[src/verilog/clock_select_regs.vh]
`ifndef CLOCK_SELECT_REGS_VH
`define CLOCK_SELECT_REGS_VH

// ****
// register byte offsets
// ****
`define CTRL_OFFSET        8'h00
`define CRYSTAL_LOAD_CODE_OFFSET        8'h04
`define PLL_BASE_OFFSET    8'h08
`define OUTDIV_BASE_OFFSET 8'h1C
`define STATUS_OFFSET      8'h34
`define MULT_OFFSET        8'h38
`define LOADCAP_OFFSET     8'h3C
`define DIVIDE_OFFSET      8'h40
`define SSC_OFFSET         8'hAC

// ****
// field positions
// ****
`define CTRL_PRIM_BIT      0
`define CTRL_SM_LSB        1
`define CTRL_SM_MSB        2
`define CTRL_CRYSTAL_LOAD_CODE_BIT      3
`define CTRL_BANK_LSB      4
`define CTRL_BANK_MSB      6
`define CRYSTAL_LOAD_CODE_DRV_LSB       8
`define PLL_N_LSB          8
`define PLL_A_LSB          20
`define OUTDIV_PM_BIT      7
`define OUTDIV_OEM_LSB     8
`define SSC_SPREAD_LSB_RANDOMIZE_BIT       4
`define SSC_X2_BIT         5

// ****
// reset values and constants
// ****
`define CTRL_RESET         7'h00
`define CRYSTAL_LOAD_CODE_CODE_RESET    5'h00
`define CRYSTAL_LOAD_CODE_DRV_RESET     2'h3
`define PLL_D_RESET        7'h01
`define PLL_N_RESET        12'h000
`define Q_RESET            7'h00
`define Q_ALL_ONES         7'h7F
`define OEM_RESET          2'h1
`define LOADCAP_BASE       6'h1C
`define LOSS_CYCLES        2'h2
`define SSC_MIN_STEP       4'h5
`define SSC_MAX_STEP       4'hE
`define RESP_OKAY          2'h0
`define RESP_SLVERR        2'h2

`endif

[src/verilog/out_div_bank.v]
`timescale 1ns/100ps
module out_div_bank (
   input  wire       aclk,
   input  wire       aresetn,
   input  wire       ref_tick,
   input  wire       ref_level,
   input  wire [8:0] div_value,
   input  wire [1:0] disabled_level,
   output reg        bank_out,
   output reg        bank_oe
);
   // ****
   // divider
   // ****
   reg [7:0] count_reg;
   wire [7:0] half_div = div_value[8:1];

   always @(posedge aclk) begin
      if (!aresetn) begin
         count_reg <= 8'h00;
         bank_out  <= 1'b0;
         bank_oe   <= 1'b0;
      end else if (div_value == 9'h000) begin
         // powered, no clock
         count_reg <= 8'h00;
         bank_out  <= disabled_level[1];
         bank_oe   <= (disabled_level != 2'h0) && (disabled_level != 2'h3);
      end else if (div_value == 9'h001) begin
         bank_out  <= ref_level;
         bank_oe   <= 1'b1;
         count_reg <= 8'h00;
      end else begin
         bank_oe <= 1'b1;
         // toggles only on reference edges, but a switch
         // can still cut a half period short
         if (ref_tick) begin
            if (count_reg + 8'h01 >= half_div) begin
               count_reg <= 8'h00;
               bank_out  <= ~bank_out;
            end else begin
               count_reg <= count_reg + 8'h01;
            end
         end
      end
   end
endmodule

[src/verilog/ref_clock_select.v]
// Overview of operation
// primary bit: 0 crystal/ref input, 1 second input
// mode upper bit clear: manual, select pin chooses
// manual switch gives no output glitch; here the switch is immediate and can cut a half period short
// auto: secondary once primary idle two secondary cycles
// auto is revertive to a present primary
// auto only with crystal/ref input as primary
// no switching with a crystal fitted
// secondary no faster than primary
// switching asynchronous; routed references may pulse
// load cap 3.5 pF plus code times 0.125 pF
// external clock: load code 00h, drive 11h
// 7-bit reference, 12-bit feedback divider per PLL
// output is reference times multiplier over dividers; here banks only divide the reference, the multiplier is read back only
// first PLL multiplier 2N+A+1 if A nonzero, else 2N
// all-ones: off or /1; else /2 or (code+2)*2
// disabled bank high, low or high-z, stays powered
// output zero has no divider
// disable a divider only for an unused bank
// spread on while step field nonzero
// first PLL spread words at 0xAC to 0xBD
// mode upper bit set: automatic, select pin ignored
// step codes 5 to 14 valid only
//
// Our own choices: the address map and the AXI4-Lite slave port.
`timescale 1ns/100ps
`include "clock_select_regs.vh"
module ref_clock_select (
   input  wire        aclk,
   input  wire        aresetn,
   input  wire [7:0]  s_axi_awaddr,
   input  wire        s_axi_awvalid,
   output wire        s_axi_awready,
   input  wire [31:0] s_axi_wdata,
   input  wire [3:0]  s_axi_wstrb,
   input  wire        s_axi_wvalid,
   output wire        s_axi_wready,
   output reg  [1:0]  s_axi_bresp,
   output reg         s_axi_bvalid,
   input  wire        s_axi_bready,
   input  wire [7:0]  s_axi_araddr,
   input  wire        s_axi_arvalid,
   output wire        s_axi_arready,
   output reg  [31:0] s_axi_rdata,
   output reg  [1:0]  s_axi_rresp,
   output reg         s_axi_rvalid,
   input  wire        s_axi_rready,
   input  wire        crystal_ref_input,
   input  wire        second_ref_input,
   input  wire        input_select_pin,
   output reg         undivided_output_zero,
   output wire [5:0]  bank_out,
   output wire [5:0]  bank_oe,
   output reg         on_secondary
);
   // ****
   // configuration registers
   // ****
   reg [6:0]  ctrl_reg;
   reg [4:0]  crystal_load_code_reg;
   reg [1:0]  oscillator_drive_strength_reg;
   reg [6:0]  pll_d_reg [0:3];
   reg [11:0] pll_n_reg [0:3];
   reg [3:0]  pll0_a_reg;
   reg [3:0]  ssc_step_reg;
   reg        spread_lsb_randomize_reg;
   reg        spread_amplitude_double_reg;
   reg [6:0]  q_reg [0:5];
   reg        out_div_prescale_bit_reg [0:5];
   reg [1:0]  disabled_output_level_reg [0:5];
   integer    i;

   wire       primary_source_select = ctrl_reg[`CTRL_PRIM_BIT];
   wire [1:0] switchover_mode_field = ctrl_reg[`CTRL_SM_MSB:`CTRL_SM_LSB];
   wire       crystal_mode          = ctrl_reg[`CTRL_CRYSTAL_LOAD_CODE_BIT];
   wire [2:0] bank_view             = ctrl_reg[`CTRL_BANK_MSB:`CTRL_BANK_LSB];

   // ****
   // helper functions
   // ****
   function [7:0] slot_addr;
      input [7:0] base;
      input [2:0] idx;
      begin
         slot_addr = base + {3'b000, idx, 2'b00};
      end
   endfunction

   function [8:0] total_output_divide;
      input [6:0] q;
      input       pm;
      begin
         if (q == `Q_ALL_ONES) begin
            total_output_divide = pm ? 9'h001 : 9'h000;
         end else if (pm) begin
            total_output_divide = {{1'b0, q} + 8'h02, 1'b0};
         end else begin
            total_output_divide = 9'h002;
         end
      end
   endfunction

   wire [13:0] n_twice   = {1'b0, pll_n_reg[0], 1'b0};
   // A adds in only when nonzero
   wire [13:0] pll0_mult = (pll0_a_reg != 4'h0) ?
                           n_twice + {10'h000, pll0_a_reg} + 14'h0001 : n_twice;
   wire        ssc_active  = (ssc_step_reg != 4'h0);
   wire        ssc_invalid = (ssc_step_reg < `SSC_MIN_STEP) ||
                             (ssc_step_reg > `SSC_MAX_STEP);
   wire [5:0]  load_cap    = `LOADCAP_BASE + {1'b0, crystal_load_code_reg};
   reg         auto_active;

   function [8:0] bank_divide;
      input [2:0] b;
      begin
         // bank zero has no divider: reads /1
         if (b == 3'h0 || b > 3'h6) begin
            bank_divide = 9'h001;
         end else begin
            bank_divide = total_output_divide(q_reg[b - 3'h1],
                                              out_div_prescale_bit_reg[b - 3'h1]);
         end
      end
   endfunction

   function reg_mapped;
      input [7:0] a;
      begin
         reg_mapped = (a <= `DIVIDE_OFFSET && a[1:0] == 2'b00) ||
                      (a == `SSC_OFFSET);
      end
   endfunction

   function [31:0] reg_word;
      input [7:0] a;
      integer k;
      begin
         reg_word = 32'h0000_0000;
         if (a == `CTRL_OFFSET) reg_word = {25'h0, ctrl_reg};
         if (a == `CRYSTAL_LOAD_CODE_OFFSET)
            reg_word = {22'h0, oscillator_drive_strength_reg, 3'h0, crystal_load_code_reg};
         for (k = 0; k < 4; k = k + 1) begin
            if (a == slot_addr(`PLL_BASE_OFFSET, k[2:0])) begin
               reg_word = {8'h00, (k == 0) ? pll0_a_reg : 4'h0, pll_n_reg[k], 1'b0,
                           pll_d_reg[k]};
            end
         end
         for (k = 0; k < 6; k = k + 1) begin
            if (a == slot_addr(`OUTDIV_BASE_OFFSET, k[2:0])) begin
               reg_word = {22'h0, disabled_output_level_reg[k],
                           out_div_prescale_bit_reg[k], q_reg[k]};
            end
         end
         if (a == `STATUS_OFFSET)
            reg_word = {28'h0, ssc_invalid, ssc_active, auto_active, on_secondary};
         if (a == `MULT_OFFSET)    reg_word = {18'h0, pll0_mult};
         if (a == `LOADCAP_OFFSET) reg_word = {26'h0, load_cap};
         if (a == `DIVIDE_OFFSET)  reg_word = {23'h0, bank_divide(bank_view)};
         if (a == `SSC_OFFSET)
            reg_word = {26'h0, spread_amplitude_double_reg, spread_lsb_randomize_reg,
                        ssc_step_reg};
      end
   endfunction

   // ****
   // axi4-lite write channel
   // ****
   reg        aw_got_reg;
   reg        w_got_reg;
   reg [7:0]  waddr_reg;
   reg [31:0] wdata_reg;
   reg [3:0]  wstrb_reg;
   wire       do_write = aw_got_reg && w_got_reg && !s_axi_bvalid;
   wire [31:0] wmask   = {{8{wstrb_reg[3]}}, {8{wstrb_reg[2]}},
                          {8{wstrb_reg[1]}}, {8{wstrb_reg[0]}}};
   wire [31:0] wword   = (reg_word(waddr_reg) & ~wmask) | (wdata_reg & wmask);

   assign s_axi_awready = !aw_got_reg && !s_axi_bvalid;
   assign s_axi_wready  = !w_got_reg && !s_axi_bvalid;

   always @(posedge aclk) begin
      if (!aresetn) begin
         aw_got_reg   <= 1'b0;
         w_got_reg    <= 1'b0;
         waddr_reg    <= 8'h00;
         wdata_reg    <= 32'h0000_0000;
         wstrb_reg    <= 4'h0;
         s_axi_bvalid <= 1'b0;
         s_axi_bresp  <= `RESP_OKAY;
      end else begin
         if (s_axi_awvalid && s_axi_awready) begin
            aw_got_reg <= 1'b1;
            waddr_reg  <= s_axi_awaddr;
         end
         if (s_axi_wvalid && s_axi_wready) begin
            w_got_reg <= 1'b1;
            wdata_reg <= s_axi_wdata;
            wstrb_reg <= s_axi_wstrb;
         end
         if (do_write) begin
            aw_got_reg   <= 1'b0;
            w_got_reg    <= 1'b0;
            s_axi_bvalid <= 1'b1;
            s_axi_bresp  <= reg_mapped(waddr_reg) ? `RESP_OKAY : `RESP_SLVERR;
         end else if (s_axi_bvalid && s_axi_bready) begin
            s_axi_bvalid <= 1'b0;
         end
      end
   end

   // read-only words ignore writes
   // software keeps code and drive at defaults for a clock
   always @(posedge aclk) begin
      if (!aresetn) begin
         ctrl_reg                      <= `CTRL_RESET;
         crystal_load_code_reg         <= `CRYSTAL_LOAD_CODE_CODE_RESET;
         oscillator_drive_strength_reg <= `CRYSTAL_LOAD_CODE_DRV_RESET;
         pll0_a_reg                    <= 4'h0;
         ssc_step_reg                  <= 4'h0;
         spread_lsb_randomize_reg      <= 1'b0;
         spread_amplitude_double_reg   <= 1'b0;
         for (i = 0; i < 4; i = i + 1) begin
            pll_d_reg[i] <= `PLL_D_RESET;
            pll_n_reg[i] <= `PLL_N_RESET;
         end
         for (i = 0; i < 6; i = i + 1) begin
            q_reg[i]                     <= `Q_RESET;
            out_div_prescale_bit_reg[i]  <= 1'b0;
            disabled_output_level_reg[i] <= `OEM_RESET;
         end
      end else if (do_write) begin
         if (waddr_reg == `CTRL_OFFSET) ctrl_reg <= wword[6:0];
         if (waddr_reg == `CRYSTAL_LOAD_CODE_OFFSET) begin
            crystal_load_code_reg         <= wword[4:0];
            oscillator_drive_strength_reg <= wword[`CRYSTAL_LOAD_CODE_DRV_LSB +: 2];
         end
         for (i = 0; i < 4; i = i + 1) begin
            if (waddr_reg == slot_addr(`PLL_BASE_OFFSET, i[2:0])) begin
               pll_d_reg[i] <= wword[6:0];
               pll_n_reg[i] <= wword[`PLL_N_LSB +: 12];
               if (i == 0) pll0_a_reg <= wword[`PLL_A_LSB +: 4];
            end
         end
         for (i = 0; i < 6; i = i + 1) begin
            if (waddr_reg == slot_addr(`OUTDIV_BASE_OFFSET, i[2:0])) begin
               q_reg[i]                     <= wword[6:0];
               out_div_prescale_bit_reg[i]  <= wword[`OUTDIV_PM_BIT];
               disabled_output_level_reg[i] <= wword[`OUTDIV_OEM_LSB +: 2];
            end
         end
         if (waddr_reg == `SSC_OFFSET) begin
            ssc_step_reg                <= wword[3:0];
            spread_lsb_randomize_reg    <= wword[`SSC_SPREAD_LSB_RANDOMIZE_BIT];
            spread_amplitude_double_reg <= wword[`SSC_X2_BIT];
         end
      end
   end

   // ****
   // axi4-lite read channel
   // ****
   assign s_axi_arready = !s_axi_rvalid;

   always @(posedge aclk) begin
      if (!aresetn) begin
         s_axi_rvalid <= 1'b0;
         s_axi_rdata  <= 32'h0000_0000;
         s_axi_rresp  <= `RESP_OKAY;
      end else if (s_axi_arvalid && s_axi_arready) begin
         s_axi_rvalid <= 1'b1;
         s_axi_rdata  <= reg_word(s_axi_araddr);
         s_axi_rresp  <= reg_mapped(s_axi_araddr) ? `RESP_OKAY : `RESP_SLVERR;
      end else if (s_axi_rvalid && s_axi_rready) begin
         s_axi_rvalid <= 1'b0;
      end
   end

   // ****
   // pin synchronisers
   // ****
   // async pins: level taken when two stages agree
   reg [2:0] xin_sync_reg;
   reg [2:0] cin_sync_reg;
   reg [2:0] sel_sync_reg;
   reg       xin_lvl_reg;
   reg       cin_lvl_reg;
   reg       sel_lvl_reg;
   reg       xin_prev_reg;
   reg       cin_prev_reg;

   always @(posedge aclk) begin
      if (!aresetn) begin
         xin_sync_reg <= 3'h0;
         cin_sync_reg <= 3'h0;
         sel_sync_reg <= 3'h0;
         xin_lvl_reg  <= 1'b0;
         cin_lvl_reg  <= 1'b0;
         sel_lvl_reg  <= 1'b0;
         xin_prev_reg <= 1'b0;
         cin_prev_reg <= 1'b0;
      end else begin
         xin_sync_reg <= {xin_sync_reg[1:0], crystal_ref_input};
         cin_sync_reg <= {cin_sync_reg[1:0], second_ref_input};
         sel_sync_reg <= {sel_sync_reg[1:0], input_select_pin};
         if (xin_sync_reg[1] == xin_sync_reg[2]) xin_lvl_reg <= xin_sync_reg[2];
         if (cin_sync_reg[1] == cin_sync_reg[2]) cin_lvl_reg <= cin_sync_reg[2];
         if (sel_sync_reg[1] == sel_sync_reg[2]) sel_lvl_reg <= sel_sync_reg[2];
         xin_prev_reg <= xin_lvl_reg;
         cin_prev_reg <= cin_lvl_reg;
      end
   end

   // ****
   // reference selection
   // ****
   wire pri_lvl  = primary_source_select ? cin_lvl_reg : xin_lvl_reg;
   wire sec_lvl  = primary_source_select ? xin_lvl_reg : cin_lvl_reg;
   wire pri_prev = primary_source_select ? cin_prev_reg : xin_prev_reg;
   wire sec_prev = primary_source_select ? xin_prev_reg : cin_prev_reg;
   wire pri_edge = pri_lvl ^ pri_prev;
   wire sec_rise = sec_lvl & ~sec_prev;
   reg  [1:0] loss_count_reg;

   always @* begin
      // auto: crystal/ref primary, no crystal see R6
      auto_active = switchover_mode_field[1] && !primary_source_select && !crystal_mode;
   end

   // assumes secondary no faster than primary
   always @(posedge aclk) begin
      if (!aresetn) begin
         loss_count_reg <= 2'h0;
         on_secondary   <= 1'b0;
      end else if (crystal_mode) begin
         loss_count_reg <= 2'h0;
         on_secondary   <= 1'b0;
      end else if (!switchover_mode_field[1]) begin
         loss_count_reg <= 2'h0;
         on_secondary   <= sel_lvl_reg;
      end else if (!auto_active) begin
         loss_count_reg <= 2'h0;
         on_secondary   <= 1'b0;
      end else if (pri_edge) begin
         // select pin has no say here
         loss_count_reg <= 2'h0;
         on_secondary   <= 1'b0;
      end else if (sec_rise) begin
         if (loss_count_reg + 2'h1 >= `LOSS_CYCLES) begin
            on_secondary <= 1'b1;
         end
         if (loss_count_reg != `LOSS_CYCLES) loss_count_reg <= loss_count_reg + 2'h1;
      end
   end

   wire sel_level = on_secondary ? sec_lvl : pri_lvl;
   wire sel_prev  = on_secondary ? sec_prev : pri_prev;
   wire sel_tick  = sel_level & ~sel_prev;

   // ****
   // output banks
   // ****
   always @(posedge aclk) begin
      if (!aresetn) begin
         undivided_output_zero <= 1'b0;
      end else begin
         undivided_output_zero <= sel_level;
      end
   end

   genvar g;
   generate
      for (g = 0; g < 6; g = g + 1) begin : bank
         out_div_bank u_bank (
            .aclk           (aclk),
            .aresetn        (aresetn),
            .ref_tick       (sel_tick),
            .ref_level      (sel_level),
            .div_value      (total_output_divide(q_reg[g], out_div_prescale_bit_reg[g])),
            .disabled_level (disabled_output_level_reg[g]),
            .bank_out       (bank_out[g]),
            .bank_oe        (bank_oe[g])
         );
      end
   endgenerate
endmodule

[config.mk]
export PLATFORM = sky130hd
export DESIGN_NAME = ref_clock_select
export DESIGN_NICKNAME = d
export VERILOG_FILES = /design/src/verilog/out_div_bank.v /design/src/verilog/ref_clock_select.v
export VERILOG_INCLUDE_DIRS = /design/src /design/src/verilog
export SDC_FILE = /design/constraint.sdc
export NUM_CORES = 1
export LEC_CHECK = 0
export BUFFER_PORTS_ARGS = -buffer_cell sky130_fd_sc_hd__buf_2
export CAP_MARGIN = 25
export CORE_ASPECT_RATIO = 0.7
export CORE_UTILIZATION = 35
export DETAILED_ROUTE_END_ITERATION = 6
export HOLD_SLACK_MARGIN = 0.15
export SETUP_SLACK_MARGIN = 0.05
export SYNTH_ARGS = -nofsm -noshare
export SYNTH_HDL_FRONTEND = slang
export SYNTH_SLANG_ARGS = --single-unit
[constraint.sdc]
create_clock -name aclk -period 4.4 [get_ports aclk]
set_clock_uncertainty 0.15 [all_clocks]
set_input_delay 0.88 -clock aclk [delete_from_list [all_inputs] [get_ports aclk]]
set_output_delay 0.88 -clock aclk [all_outputs]
set_load 0.02 [all_outputs]
==> flow_summary.json, run 1 <==
{
  "clock.fmax_mhz": 260,
  "pin_count": 117,
  "drc": 22,
  "clk_pin_slew_worst_paths_ns": 0.07,
  "cts_setup_buffers": 0,
  "synth_top_area_frac": 0.204,
  "start_util": 0.356,
  "period_needed_ns": 3.85,
  "synthTopCellsByArea": "edfxtp_1 (20%), dfxtp_1 (18%), nand2_1 (5.7%), nor2_1 (5.4%), ha_1 (4.5%)",
  "r2r_cells": 10,
  "die_area_sq_um": 55900,
  "drive_gt1_frac": 0.141,
  "start_kind": "register",
  "finalSetupViolations": 0,
  "p_leak_uw": 0.00786,
  "drtIter0Drc": 2830,
  "cts.repair.resized": 0,
  "clock_path_buffers": 3,
  "place_hpwl_um": 64500,
  "ant_nets": 0,
  "path_buf_inv": 2,
  "maxCapViolCount": 0,
  "synth_top_area_cell": "edfxtp_1",
  "tightestPinTransition_ns": 1.02,
  "numPortBuffers": 97,
  "dpl_cell_area_sq_um": 20700,
  "max_stage_delay_ns": 0.77,
  "crit_chain": "inv_1 -> fa_1 -> nand2b_1 -> a21oi_1 -> nand2_1 -> xnor2_1 -> a221o_1 -> o22ai_1 -> buf_4 -> nor2_1",
  "tns_ns": 0,
  "ys.flop_type": "dfxtp_1",
  "fp.dieW_um": 282,
  "synth-seq-cells": 303,
  "nNetsFinal": 2488,
  "holdWs_ns": 0.283,
  "grtUsageTotal": 0.300,
  "synth_most_common_cell": "nand2_1",
  "whs_endpoint": "xin_sync_reg[1]",
  "rows": 71,
  "async_flop_share": 0,
  "endpoint_kind": "register",
  "vias_per_cell": 6.10,
  "cp.arrival_ns": 3.99,
  "clock-sinks": 303,
  "overflow": 0,
  "min_from": "xin_sync_reg[0]",
  "cts_inserted_buffers": 34,
  "via_count": 19000,
  "grt_pass1_wl_um": 121000,
  "syn-cell-area_sq_um": 19200,
  "hold_violations": 0,
  "relSlewSlack": 0.310,
  "synth_commonest_cells": "nand2_1 (291), nor2_1 (279), dfxtp_1 (172), a21oi_1 (149), edfxtp_1 (131)",
  "yosysSeqAreaShare": 0.383,
  "reg2reg_to": "pll_d_reg[2][4]",
  "crit_fanout": 8,
  "synth_edf_count": 131,
  "fin_area_sq_um": 21900,
  "synth.avg_cell_area_sq_um": 8.44,
  "crit_type": "register to register",
  "hold_class": "register to register",
  "status": "complete, but fails checks",
  "synth_cells": 2279,
  "clkLatencyLatePin_ns": 0.58,
  "core_sq_um": 54000,
  "cp_slowest_cell": "o22ai_1",
  "area_delta_synth_final_pct": 13.9,
  "cts.hold.buffers_added": 0,
  "grt_pass1_vias": 17200,
  "grt_max_degree": 49,
  "wl_per_cell_um": 27.3,
  "grt_setup_unrepaired": "false",
  "cts_tree": "built",
  "post-route-period-util": 0.874,
  "htree_levels": 2,
  "vdd_drop_max_v": 0.000217,
  "r2r_start": "pll_n_reg[0][0]",
  "drt_wl_total_um": 85000,
  "cellPowerDensity_nw_per_um2": 328,
  "violations": "DRC",
  "rrSetupSlack_ns": 0.55,
  "finalMaxSlewViolations": 0,
  "dr.pass1.iters": 7,
  "whs_path_depth": 1,
  "cts_root_buf": "clkbuf_16",
  "grt_antenna_before_repair": 6,
  "cpLargestDelayFamily": "compound AO/OA/AOI/OAI gates",
  "routabilityCongestion": 1.07,
  "die_h_um": 198,
  "n_antenna_cell": 0,
  "yosys_warnings": 0,
  "synth.distinct_cells": 93,
  "required_ns": 4.55
}
cells in the final DEF, fill, tap and decap left out, drive strengths merged, types with 9 or more instances in the layout:
cell,count
nor2b,25
nand2,291
o21a,13
nand4,13
xnor2,36
a221oi,37
nor2,284
o21ai,110
o22ai,43
clkinv,9
nor4,22
buf,206
xor2,51
a21oi,149
mux2i,31
inv,48
edfxtp,131
a22oi,36
and3,25
o211ai,20
conb,10
nand2b,28
dfxtp,172
o221ai,11
mux4,11
a31oi,22
a211oi,18
mux2,23
a21o,12
nand3,114
nor4b,10
ha,69
or2,12
o2bb2ai,9
nor3,48
and2,25
o2111ai,9
nand3b,18
o31ai,10
clkbuf,42
metrics by stage:
| stage | utilization | power [uW] | std cells | setup WS [ns] |
|---|---|---|---|---|
| 6_report | 0.406 | 7200 | 3111 | 0.553 |
| 5_1_grt | 0.406 | 7390 | 3111 | 0.490 |
| 4_1_cts | 0.406 | 7180 | 3110 | 0.694 |
| 3_5_place_dp | 0.383 | 4080 | 3049 | 0.724 |
| 3_3_place_gp | 0.383 | 4080 | 3048 | 0.777 |
| 2_1_floorplan | - | 3660 | 2288 | 0.644 |
power by group:
part	total [uW]	internal (uW)	switching [uW]
Clock	3120	1810	1310
Sequential	3160	3010	150
Combinational	921	284	637
worst register-to-register path, stage by stage (launching register included):
cell and delay (ns):
edfxtp_1 0.44, inv_1 0.10, fa_1 0.42, nand2b_1 0.17, a21oi_1 0.35, nand2_1 0.12
xnor2_1 0.23, a221o_1 0.43, o22ai_1 0.77, buf_4 0.33, nor2_1 0.07
how the worst max path moves through the flow:
stage,start,endpoint,slack [ns],cells after the start
final,pll_n_reg[0][0],pll_d_reg[2][4],0.55,10
after global routing,pll_n_reg[0][0],pll_d_reg[2][4],0.49,10
after CTS,pll_n_reg[0][0],pll_d_reg[2][4],0.69,10
after detailed placement,pll_n_reg[0][0],pll_d_reg[2][4],0.72,10
after global placement,pll_n_reg[0][0],pll_d_reg[2][4],0.78,10
after floorplan,waddr_reg[5],pll0_a_reg[0],0.64,6
layout make-up:
class / count / area (sq um)
Clock buffer: 42 / 957
Inverter: 44 / 165
Tap cell: 730 / 913
Sequential cell: 303 / 7380
Multi-Input combinational cell: 1767 / 10900
Clock inverter: 19 / 238
Timing Repair Buffer: 206 / 1330
Fill cell: 5480 / 32100
per-layer routing:
metal | routed length, um | vias up | GRT usage
li1 | - | 8497 | -
met1 | 38800 | 9276 | 0.447
met2 | 31900 | 1079 | 0.382
met3 | 12900 | 111 | 0.141
met4 | 1420 | 4 | 0.0573
met5 | 19 | - | 0
cells by family after synthesis:
family / share of synthesized area
other: 0.000195
multiplexers: 0.0425
adder cells (fa/ha/maj): 0.0464
buffers and inverters: 0.0512
flip-flops: 0.383
XOR/XNOR: 0.0396
AND/OR/NAND/NOR: 0.241
AO/OA/AOI/OAI: 0.195
No activity file was read; power rests on OpenSTA's default activity.
==> run 2, diff against run 1 <==
Settings changed: CTS_CLUSTER_DIAMETER set to 100.
Clock period 4.4 ns to 4.2 ns, I/O delays scaled along.
==> run 2 against run 1 <==
  * Sequential share of layout area shrank 0.45 points
  * First-iteration DRC count grew 4.2%
  * The run now ends clean
  * Via count grew 2.1%
==> flow_summary.json, run 2 (synthesized netlist as in run 1, its figures left out) <==
{
  "start_util": 0.356,
  "reg2reg_to": "q_reg[2][3]",
  "die_h_um": 198,
  "cellPowerDensity_nw_per_um2": 334,
  "cp.arrival_ns": 3.93,
  "tightestPinTransition_ns": 1.01,
  "dp_slack_ns": 0.563,
  "hold_class": "register to register",
  "cts.repair.resized": 0,
  "grt_pass1_vias": 17400,
  "period_needed_ns": 3.79,
  "maxCapViolCount": 0,
  "die_area_sq_um": 55900,
  "pin_count": 117,
  "routabilityCongestion": 1.07,
  "clkLatencyLatePin_ns": 0.57,
  "cts_setup_buffers": 0,
  "whs_endpoint": "cin_sync_reg[1]",
  "status": "completed",
  "dr.pass1.iters": 6,
  "nNetsFinal": 2533,
  "finalSetupViolations": 0,
  "clock.fmax_mhz": 264,
  "setup_ws_ns": 0.410,
  "ant_nets": 0,
  "r2r_start": "pll_n_reg[0][1]",
  "crit_fanout": 7,
  "clk_pin_slew_worst_paths_ns": 0.06,
  "finalMaxSlewViolations": 0,
  "instances_no_fill": 3157,
  "crit_type": "register to register",
  "grt_setup_unrepaired": "false",
  "seq_area_sq_um": 7380,
  "area_delta_synth_final_pct": 15.4,
  "crit_chain": "ha_1 -> nand3_1 -> a21boi_0 -> o311ai_0 -> buf_4 -> a21oi_1 -> o211a_1 -> or2_1 -> nor2_1",
  "cts.hold.buffers_added": 0,
  "whs_path_depth": 1,
  "hold_violations": 0,
  "htree_levels": 2,
  "grt_util_met2": 0.381,
  "cts_root_buf": "clkbuf_16",
  "drt_wl_total_um": 86100,
  "cts_tree": "built",
  "via_count": 19400,
  "max_stage_delay_ns": 0.65,
  "vdd_drop_max_v": 0.000274,
  "rows": 71,
  "overflow": 0,
  "nFillCells": 5463,
  "grt_busiest_layer": "met1",
  "final_cell_mix": "nand2_1 (291), nor2_1 (279), dfxtp_1 (171)",
  "relSlewSlack": 0.328,
  "r2r_cells": 9,
  "placed_cells": 3093,
  "fp.dieW_um": 282,
  "clock_path_buffers": 3,
  "grt_max_degree": 69,
  "place_hpwl_um": 66600,
  "grt_antenna_before_repair": 3,
  "p_leak_uw": 0.00807,
  "rrSetupSlack_ns": 0.41,
  "drive_gt1_frac": 0.157,
  "drtIter0Drc": 2950,
  "required_ns": 4.33,
  "final_common_cell": "nand2_1",
  "post-route-period-util": 0.902,
  "endpoint_kind": "register",
  "clock-sinks": 303,
  "grtUsageTotal": 0.302,
  "numPortBuffers": 97,
  "start_kind": "register",
  "grt_pass1_wl_um": 122000,
  "tns_ns": 0,
  "cp_slowest_cell": "a21boi_0",
  "cts_inserted_buffers": 35,
  "vias_per_cell": 6.14,
  "multiInputGateArea_sq_um": 10900,
  "wl_per_cell_um": 27.3,
  "gr-usage-met1": 0.457,
  "grt_use_met3": 0.133,
  "drc": 0,
  "n_antenna_cell": 0,
  "core_sq_um": 54000,
  "min_from": "cin_sync_reg[0]"
}
## run 2: cell type report
class	instances	share of cell area
clock buffer	49	0.0476
sequential	303	0.332
multi-input combinational	1767	0.492
inverter	44	0.00744
clock inverter	14	0.00451
tap	730	0.0411
timing repair buffer	250	0.0753
## run 2: critical path, delay by kind of cell, from the launching register on
family / cells / cell delay (ns)
flip-flops: 1 / 0.48
AND/OR/NAND/NOR: 3 / 0.77
buffers and inverters: 1 / 0.21
adder cells (fa/ha/maj): 1 / 0.40
AO/OA/AOI/OAI: 4 / 1.50
## run 2: worst max path at each step
stage                     from                      end  depth (start not counted)  slack, ns
3_5_place_dp       q_reg[3][4]  bank[3].u_bank.bank_out                         10       0.56
6_report       pll_n_reg[0][1]              q_reg[2][3]                          9       0.41
4_1_cts            q_reg[3][4]  bank[3].u_bank.bank_out                         10       0.54
2_1_floorplan     waddr_reg[5]            pll0_a_reg[0]                          6       0.44
5_1_grt        pll_n_reg[0][1]              q_reg[5][3]                          9       0.38
3_3_place_gp       ctrl_reg[4]          pll_d_reg[1][3]                          9       0.61
## run 2: report_power, final
part	internal, uW	total, uW	leakage (uW)	switching, uW
Sequential	3150	3280	0.00271	130
Combinational	328	1040	0.00478	709
Clock	1780	3110	0.000579	1330
Total	5250	7430	0.00807	2170
## run 2: per-layer routing
metal / vias up / share of wire
met5: - / 0.0015
met3: 119 / 0.15
li1: 8581 / -
met2: 1209 / 0.37
met1: 9457 / 0.45
met4: 6 / 0.018
## run 2: metrics by stage
stage               hold WS (ns)  cell area, sq um  total power [uW]  utilization
CTS                        0.289             22200              7420        0.411
detailed placement         0.275             21000              4320        0.390
finish                     0.286             22200              7430        0.411
global placement           0.265             21000              4320        0.390
global route               0.306             22200              7620        0.411
floorplan                  0.262             19300              3840            -
